==> src/hdl/pio_pkg.sv <==
// Package: register map, pin masks and decode for the parallel I/O port block
//
// How it works
// - A pin that an enabled peripheral is actively driving is driven by that peripheral, and the pin can still be read.
// - A pin whose peripheral is enabled but idle stays under control of the port logic.
// - A direction bit of one makes the pin an input; zero makes it an output driven from the latch.
// - Reset sets the direction bit of every implemented pin, so every pin starts as an input.
// - Reading the output latch register returns the latch, and writing it loads the latch.
// - Reading the pin state register returns the pin levels, and writing it loads the output latch.
// - Bits that a port does not have are disabled, and their latch, direction and pin reads give zero.
// - A pin shared only with an input-only function is a plain port pin with no output takeover.
// - On a shared pin, pad data and pad enable are each chosen between peripheral and port by a multiplexer.
// - Pins set up as analog inputs read as zero in the pin state register.
// - Unimplemented register bits always read as zero.
package pio_pkg;

  localparam int PIO_NPORT = 7;
  localparam int PIO_W = 16;
  localparam int PIO_DW = 32;
  localparam int PIO_IDX_W = 10;
  localparam int PIO_AW = PIO_IDX_W + 2;

  typedef logic [PIO_W-1:0] pio_word_t;
  typedef logic [PIO_IDX_W-1:0] pio_idx_t;

  // Register kinds within a port
  localparam logic [1:0] PIO_K_DIR = 2'h0;
  localparam logic [1:0] PIO_K_PIN = 2'h1;
  localparam logic [1:0] PIO_K_LAT = 2'h2;
  localparam logic [1:0] PIO_K_ANA = 2'h3;

  // Printed offsets are register indices; the byte address is four times the index
  localparam pio_idx_t [PIO_NPORT-1:0] PIO_IDX_DIR = {
    10'h2E4, 10'h2EE, 10'h2D8, 10'h2D2, 10'h2CC, 10'h2C6, 10'h2C0};
  localparam pio_idx_t [PIO_NPORT-1:0] PIO_IDX_PIN = {
    10'h2E6, 10'h2E0, 10'h2DA, 10'h2D4, 10'h2CE, 10'h2C8, 10'h2C2};
  localparam pio_idx_t [PIO_NPORT-1:0] PIO_IDX_LAT = {
    10'h2E8, 10'h2E2, 10'h2DC, 10'h2D6, 10'h2D0, 10'h2CB, 10'h2C4};
  localparam pio_idx_t PIO_IDX_ANA = 10'h2F0;

  // Implemented pins per port (G down to A); also the direction reset value
  localparam pio_word_t [PIO_NPORT-1:0] PIO_IMPL = {
    16'h03CC, 16'h007F, 16'h00FF, 16'h0FFF, 16'hE000, 16'hFFFF, 16'h0000};
  localparam pio_word_t PIO_LAT_RST = 16'h0000;
  localparam pio_word_t PIO_ANA_RST = 16'h0000;
  localparam int PIO_ANALOG_PORT = 1;

  typedef struct packed {
    logic hit;
    logic [1:0] kind;
    logic [2:0] port;
  } pio_dec_t;

  function automatic pio_dec_t pio_decode(input pio_idx_t idx);
    pio_dec_t r;
    r = '0;
    for (int p = 0; p < PIO_NPORT; p++) begin
      if (idx == PIO_IDX_DIR[p]) r = '{1'b1, PIO_K_DIR, 3'(p)};
      if (idx == PIO_IDX_PIN[p]) r = '{1'b1, PIO_K_PIN, 3'(p)};
      if (idx == PIO_IDX_LAT[p]) r = '{1'b1, PIO_K_LAT, 3'(p)};
    end
    if (idx == PIO_IDX_ANA) r = '{1'b1, PIO_K_ANA, 3'(PIO_ANALOG_PORT)};
    return r;
  endfunction : pio_decode

endpackage : pio_pkg

==> src/hdl/pio_block.sv <==
// Top of the parallel I/O port block: APB slave and seven ports
`timescale 1ns/1ps
`default_nettype none
module pio_block import pio_pkg::*; #(
  parameter pio_word_t [PIO_NPORT-1:0] SHARED_MASK = {PIO_NPORT{16'hFFFF}}
) (
  // Clock and reset
  input wire logic MCLK,
  input wire logic RST_N,
  // APB slave
  input wire logic PSEL,
  input wire logic PENABLE,
  input wire logic PWRITE,
  input wire logic [PIO_AW-1:0] PADDR,
  input wire logic [PIO_DW-1:0] PWDATA,
  output logic [PIO_DW-1:0] PRDATA,
  output logic PREADY,
  output logic PSLVERR,
  // Pads
  input wire pio_word_t [PIO_NPORT-1:0] PAD_IN,
  output pio_word_t [PIO_NPORT-1:0] PAD_OUT,
  output pio_word_t [PIO_NPORT-1:0] PAD_OE,
  // Peripherals sharing the pads
  input wire pio_word_t [PIO_NPORT-1:0] PERIPH_EN,
  input wire pio_word_t [PIO_NPORT-1:0] PERIPH_DRV,
  input wire pio_word_t [PIO_NPORT-1:0] PERIPH_DAT
);

  typedef struct packed {
    logic pready;
    logic pslverr;
    logic [PIO_DW-1:0] prdata;
    pio_word_t ana;
    logic boot;
  } pio_top_st_t;

  localparam pio_top_st_t RST = '{pready: 1'b0, pslverr: 1'b0, prdata: '0, ana: PIO_ANA_RST, boot: 1'b1};
  localparam pio_word_t ANA_IMPL = PIO_IMPL[PIO_ANALOG_PORT];

  pio_top_st_t q;
  pio_top_st_t d;

  pio_word_t [PIO_NPORT-1:0] pin_smp;
  pio_word_t [PIO_NPORT-1:0] dir_w;
  pio_word_t [PIO_NPORT-1:0] lat_w;
  pio_word_t [PIO_NPORT-1:0] pin_w;
  logic [PIO_NPORT-1:0] wr_dir;
  logic [PIO_NPORT-1:0] wr_lat;
  pio_dec_t dec;
  logic acc;
  logic done;
  pio_word_t rd_val;

  // Pad levels are sampled once, so a read sees a pin change one cycle later
  pio_sample #(
    .W(PIO_NPORT * PIO_W)
  ) u_sample (
    .clk(MCLK),
    .rst_n(RST_N),
    .d_in(PAD_IN),
    .q_out(pin_smp)
  );

  genvar gp;
  generate
    for (gp = 0; gp < PIO_NPORT; gp++) begin : g_port
      pio_port #(
        .IMPL(PIO_IMPL[gp]),
        .SHARED(SHARED_MASK[gp]),
        .ANALOG(gp == PIO_ANALOG_PORT)
      ) u_port (
        .clk(MCLK),
        .rst_n(RST_N),
        .wr_dir(wr_dir[gp]),
        .wr_lat(wr_lat[gp]),
        .wdata(PWDATA[PIO_W-1:0]),
        .analog_cfg(q.ana),
        .pin_in(pin_smp[gp]),
        .periph_en(PERIPH_EN[gp]),
        .periph_drv(PERIPH_DRV[gp]),
        .periph_dat(PERIPH_DAT[gp]),
        .dir_q(dir_w[gp]),
        .lat_q(lat_w[gp]),
        .pin_rd(pin_w[gp]),
        .pad_out(PAD_OUT[gp]),
        .pad_oe(PAD_OE[gp])
      );
      // A pin state write lands in the latch, not on the pins
      assign wr_dir[gp] = done && PWRITE && dec.hit && dec.port == 3'(gp) && dec.kind == PIO_K_DIR;
      assign wr_lat[gp] = done && PWRITE && dec.hit && dec.port == 3'(gp)
                          && (dec.kind == PIO_K_LAT || dec.kind == PIO_K_PIN);
    end
  endgenerate

  // APB handshake: one wait state so read data can be registered
  assign dec = pio_decode(PADDR[PIO_AW-1:2]);
  assign acc = PSEL && PENABLE;
  assign done = acc && q.pready;

  always_comb begin
    rd_val = '0;
    if (dec.hit) begin
      unique case (dec.kind)
        PIO_K_DIR: rd_val = dir_w[dec.port];
        PIO_K_PIN: rd_val = pin_w[dec.port];
        PIO_K_LAT: rd_val = lat_w[dec.port];
        PIO_K_ANA: rd_val = q.ana;
      endcase
    end
  end

  always_comb begin
    d = q;
    d.boot = 1'b0;
    d.pready = acc && !q.pready;
    d.pslverr = acc && !q.pready && !dec.hit;
    // Upper half and missing pins stay zero on every read
    if (acc && !q.pready && !PWRITE) d.prdata = PIO_DW'(rd_val);
    if (done && PWRITE && dec.hit && dec.kind == PIO_K_ANA) d.ana = PWDATA[PIO_W-1:0] & ANA_IMPL;
  end

  always_ff @(posedge MCLK or negedge RST_N) begin
    if (!RST_N) begin
      q <= RST;
    end else begin
      q <= d;
    end
  end

  assign PREADY = q.pready;
  assign PSLVERR = q.pslverr;
  assign PRDATA = q.prdata;
endmodule : pio_block
`default_nettype wire

==> src/hdl/pio_sample.sv <==
// Sampling register that takes the pad levels into the clock domain
`timescale 1ns/1ps
`default_nettype none
module pio_sample #(
  parameter int W = 16
) (
  // Clock and reset
  input wire logic clk,
  input wire logic rst_n,
  // Levels
  input wire logic [W-1:0] d_in,
  output logic [W-1:0] q_out
);

  typedef struct packed {
    logic [W-1:0] smp;
  } pio_smp_st_t;

  pio_smp_st_t q;
  pio_smp_st_t d;

  always_comb begin
    d = q;
    d.smp = d_in;
  end

  always_ff @(posedge clk or negedge rst_n) begin
    if (!rst_n) begin
      q <= '0;
    end else begin
      q <= d;
    end
  end

  assign q_out = q.smp;

endmodule : pio_sample
`default_nettype wire

==> src/hdl/pio_port.sv <==
// One 16-bit port: direction, latch, pad multiplexers and pin read path
`timescale 1ns/1ps
`default_nettype none
module pio_port import pio_pkg::*; #(
  parameter pio_word_t IMPL = '0,
  parameter pio_word_t SHARED = '0,
  parameter bit ANALOG = 1'b0
) (
  // Clock and reset
  input wire logic clk,
  input wire logic rst_n,
  // Register writes
  input wire logic wr_dir,
  input wire logic wr_lat,
  input wire pio_word_t wdata,
  input wire pio_word_t analog_cfg,
  // Pins and peripheral
  input wire pio_word_t pin_in,
  input wire pio_word_t periph_en,
  input wire pio_word_t periph_drv,
  input wire pio_word_t periph_dat,
  // State
  output pio_word_t dir_q,
  output pio_word_t lat_q,
  output pio_word_t pin_rd,
  output pio_word_t pad_out,
  output pio_word_t pad_oe
);

  typedef struct packed {
    pio_word_t dir;
    pio_word_t lat;
    pio_word_t out;
    pio_word_t oe;
  } pio_port_st_t;

  localparam pio_port_st_t RST = '{dir: IMPL, lat: PIO_LAT_RST, out: '0, oe: '0};
  localparam pio_word_t ANA_MASK = ANALOG ? IMPL : '0;

  pio_port_st_t q;
  pio_port_st_t d;
  pio_word_t own;

  always_comb begin
    // Input-only sharing leaves SHARED clear, so no takeover there
    own = periph_en & periph_drv & SHARED & IMPL;
    d = q;
    if (wr_dir) d.dir = wdata & IMPL;
    if (wr_lat) d.lat = wdata & IMPL;
    d.out = (own & periph_dat) | (~own & q.lat & IMPL);
    d.oe = own | (~own & ~q.dir & IMPL);
  end

  always_ff @(posedge clk or negedge rst_n) begin
    if (!rst_n) begin
      q <= RST;
    end else begin
      q <= d;
    end
  end

  // Pin still readable while a peripheral owns it
  assign pin_rd = pin_in & IMPL & ~(analog_cfg & ANA_MASK);
  assign dir_q = q.dir;
  assign lat_q = q.lat;
  assign pad_out = q.out;
  assign pad_oe = q.oe;

endmodule : pio_port
`default_nettype wire

==> config.mk <==
export PLATFORM = sky130hd
export DESIGN_NAME = pio_block
export DESIGN_NICKNAME = d
export VERILOG_FILES = /design/src/hdl/pio_pkg.sv /design/src/hdl/pio_block.sv /design/src/hdl/pio_sample.sv /design/src/hdl/pio_port.sv
export SDC_FILE = /design/constraint.sdc
export NUM_CORES = 1
export LEC_CHECK = 0
export ABC_AREA = 1
export BUFFER_PORTS_ARGS = -buffer_cell sky130_fd_sc_hd__buf_2
export CAP_MARGIN = 20
export CORE_AREA = 2 2 298 300
export CTS_BUF_LIST = sky130_fd_sc_hd__clkbuf_4 sky130_fd_sc_hd__clkbuf_8
export DETAILED_ROUTE_END_ITERATION = 8
export DIE_AREA = 0 0 300 302
export GPL_TIMING_DRIVEN = 1
export PLACE_DENSITY = 0.46
export REMOVE_ABC_BUFFERS = 1
export SLEW_MARGIN = 10
export SYNTH_ARGS = -nofsm -noshare
export SYNTH_HDL_FRONTEND = slang
export SYNTH_SLANG_ARGS = --single-unit
==> constraint.sdc <==
create_clock -name MCLK -period 3.9 [get_ports MCLK]
set_clock_uncertainty 0.15 [all_clocks]
set_input_delay 0.585 -clock MCLK [delete_from_list [all_inputs] [get_ports MCLK]]
set_output_delay 0.585 -clock MCLK [all_outputs]
set_load 0.01 [all_outputs]
==> metrics <==
run status finished, final reports clean; # rows 109; Max Fclk 0.338 GHz; worst r2r src PREADY$_DFF_PN0_; routed via count 12,200; Data arrival, critical path 3320 ps; final hold vios 0; Total GRT Usage 0.126; post-synthesis sequential area ratio 0.552; Hold EP g_port[1].u_port.pad_oe[14]$_DFF_PN0_; pwr dens 372 mW/mm^2; clock buffer depth 3; CP Launch Type input pin; Mean Syn Cell Area 9.05 um^2; DIE AREA 0.0906 mm^2; worst reg2reg path depth 6; pin count of the biggest net entering global routing 105; Initial Util 0.154; fillers 9,643; hold depth 3; IR Drop Worst-Case VDD 0.238 mV; final WL 57.8 mm; total of max-cap violations 0; Syn Inst Count 1,487; Critical R2R Capture g_port[3].u_port.lat_q[6]$_DFFE_PN0P_; Final Max Slew Viols 0; vias in the first global route 12,100; via density per instance 3.65; CP most frequent cell nand2_1; global route hottest layer met2; RSZ-0062 raised after global routing false; synthesis-stage register bit count 294; setup TNS 0 ps; Final Cycle Share 0.758; WS Path Type input pin to flop; Worst Path Required 4270 ps; grt ovf 0; # H-tree levels 2; Worst-path clk slew 60 ps; boundary pin count 755; DRT iter0 DRCs 625; slowest cell on the critical path nor2_2; CP bufs+invs 5; GR Util met3 0.0300; LEAKAGE 0.00922 uW; family with the most delay on the worst path simple AND/OR/NAND/NOR gates; Setup Buffers After CTS 0; clock latency at the later pin of the worst-skew pair 660 ps; routability congestion estimate 0.746; worst path cell trace buf_2 -> inv_2 -> nand2_2 -> inv_2 -> nand2_1 -> nor2_1 -> nand2_1 -> nand2_1 -> inv_1 -> nand3b_1 -> nor3_4 -> nor2_2 -> nand3_2 -> buf_4 -> nand2_1 -> o21ai_0; hold_sp PERIPH_EN[30]; Nets 2,611; initial antenna violation count 14; Syn-to-layout area delta 47.3%; core area 0.0876 mm^2; synthesized cell area 0.0135 mm^2; GR Layer Usage met2 0.203; Setup violations, final 0; DP Worst Slack 254 ps; Die Span Y 302 um; Final WS setup 942 ps; Hold Crit Class input pin to flop; post-route ant nets 0; Slew headroom 0.322; Routed wire per std cell 17.4 um; clk root buf clkbuf_8; reg2reg setup slack 1360 ps; residual DRC count 0; clk sinks 294; fraction of layout cells with a size suffix above 1 0.303; Post-DP HPWL 41.9 mm; Crit. path cell count 16; Num CTS Buffers 59; fin crit period 2960 ps; Synth Warn # 0; Yosys cell types 43; DR pass1 iterations 5; die width 300 um; crit-path max cell delay 500 ps; met1 Use GR 0.166; CP Max Fanout 15; CTS tree done; Worst setup EP type flop; Buffers on Ports 360; Worst-Margin Slew 1020 ps; first-pass GRT wire length 82.5 mm
logic make-up (layout without fill, tap and decap cells):
kind of cell	count (synthesis)	after routing	synth area share
flip-flops	294	294	0.552
other	1	141	0.000279
multiplexers	31	31	0.0259
AND/OR/NAND/NOR	694	694	0.222
buffers and inverters	270	807	0.118
adder cells (fa/ha/maj)	4	4	0.00372
AO/OA/AOI/OAI	193	193	0.0786
worst reg2reg max path, cell delays in order, from the launching register on:
cell	delay, ps
dfrtp_1	380
nand4_1	280
nor2_2	610
nand3_2	500
buf_4	350
nand2_1	70
o21ai_0	70
through the flow:
stage / area (um^2) / cells / hold WS (ps) / power (uW) / utilization
floorplan: 12700 / 1439 / 139 / 3350 / -
global placement: 16400 / 3006 / 294 / 3630 / 0.187
detailed placement: 16400 / 3006 / 297 / 3640 / 0.187
CTS: 19800 / 3324 / 0.993 / 7520 / 0.226
global route: 19800 / 3327 / 12.1 / 7740 / 0.226
finish: 19800 / 3329 / 63.5 / 7380 / 0.226
per-layer routing:
layer  share of wire  wire (um)
met4           0.026       1520
met2            0.46      26700
met5         0.00093         54
met3           0.067       3860
met1            0.45      25800
flip-flops by register name, indices dropped and copies added, names as in the netlist:
name                   count
PSLVERR                    1
u_sample.q_out            52
PREADY                     1
g_port.u_port.lat_q       52
g_port.u_port.pad_out     52
q                         16
g_port.u_port.dir_q       52
PRDATA                    16
g_port.u_port.pad_oe      52
worst max-delay path by stage:
stage | from | end
finish | PADDR[10] | g_port[3].u_port.lat_q[6]$_DFFE_PN0P_
global route | PADDR[10] | g_port[3].u_port.lat_q[9]$_DFFE_PN0P_
CTS | PADDR[10] | g_port[3].u_port.lat_q[6]$_DFFE_PN0P_
detailed placement | PADDR[10] | g_port[3].u_port.lat_q[3]$_DFFE_PN0P_
global placement | PADDR[10] | g_port[3].u_port.lat_q[3]$_DFFE_PN0P_
floorplan | PADDR[10] | PRDATA[2]$_DFFE_PN0P_
power by group:
part / total, uW / internal (uW) / leakage [uW] / switching [uW]
Combinational: 623 / 291 / 0.00502 / 332
Sequential: 3120 / 3110 / 0.00348 / 16.0
Clock: 3630 / 2180 / 0.000718 / 1450
layout make-up:
type / instances / area [um^2] / share of cell area
flip-flops and latches: 294 / 7420 / 0.375
multi-input cells: 1058 / 4980 / 0.251
repair buffers: 610 / 4250 / 0.214
well taps: 1165 / 1460 / 0.0736
clock buffers: 100 / 1230 / 0.0622
inverters: 87 / 329 / 0.0166
clock inverters: 10 / 133 / 0.00669
diodes: 5 / 12.5 / 0.000631
synth_stat cells (all sizes together):
cell	instances	share of area
a32o	1	0.00074
o211ai	1	0.00056
inv	87	0.024
nand2	472	0.14
nor3	5	0.0035
a21oi	60	0.022
dfrtp	242	0.45
buf	165	0.089
o22ai	2	0.00093
a221oi	2	0.0013
a22o	3	0.0020
o21ai	117	0.047
dfstp	52	0.10
conb	1	0.00028
nand3	109	0.043
mux2	31	0.026
a211oi	4	0.0022
or2	1	0.00047
a22oi	1	0.00056
nor2	89	0.029
nand4	9	0.0042
o31ai	1	0.00056
nor4	1	0.0016
ha	4	0.0037
nand3b	8	0.0045
a21boi	1	0.00056
clkbuf	18	0.0051
placed cells by master (no fill, tap or decap), types with 18 or more instances in the layout:
| cell type | count |
|---|---|
| dfstp_2 | 52 |
| conb_1 | 136 |
| buf_4 | 39 |
| a21oi_1 | 60 |
| nand2_1 | 460 |
| o21ai_0 | 87 |
| nand3_1 | 101 |
| o21ai_1 | 18 |
| nor2_1 | 76 |
| buf_2 | 359 |
| clkbuf_4 | 23 |
| clkbuf_8 | 77 |
| inv_1 | 79 |
| dlygate4sd3_1 | 208 |
| mux2_2 | 31 |
| dfrtp_1 | 242 |
what timing repair did:
| item | CTS | global route |
|---|---|---|
| resized for setup | 0 | 0 |
| hold endpoints to repair | 242 | 0 |
| endpoints found under the setup margin | 0 | 0 |
| hold buffers | 208 | 0 |
Note: power is estimated with default switching activity, not from simulation.
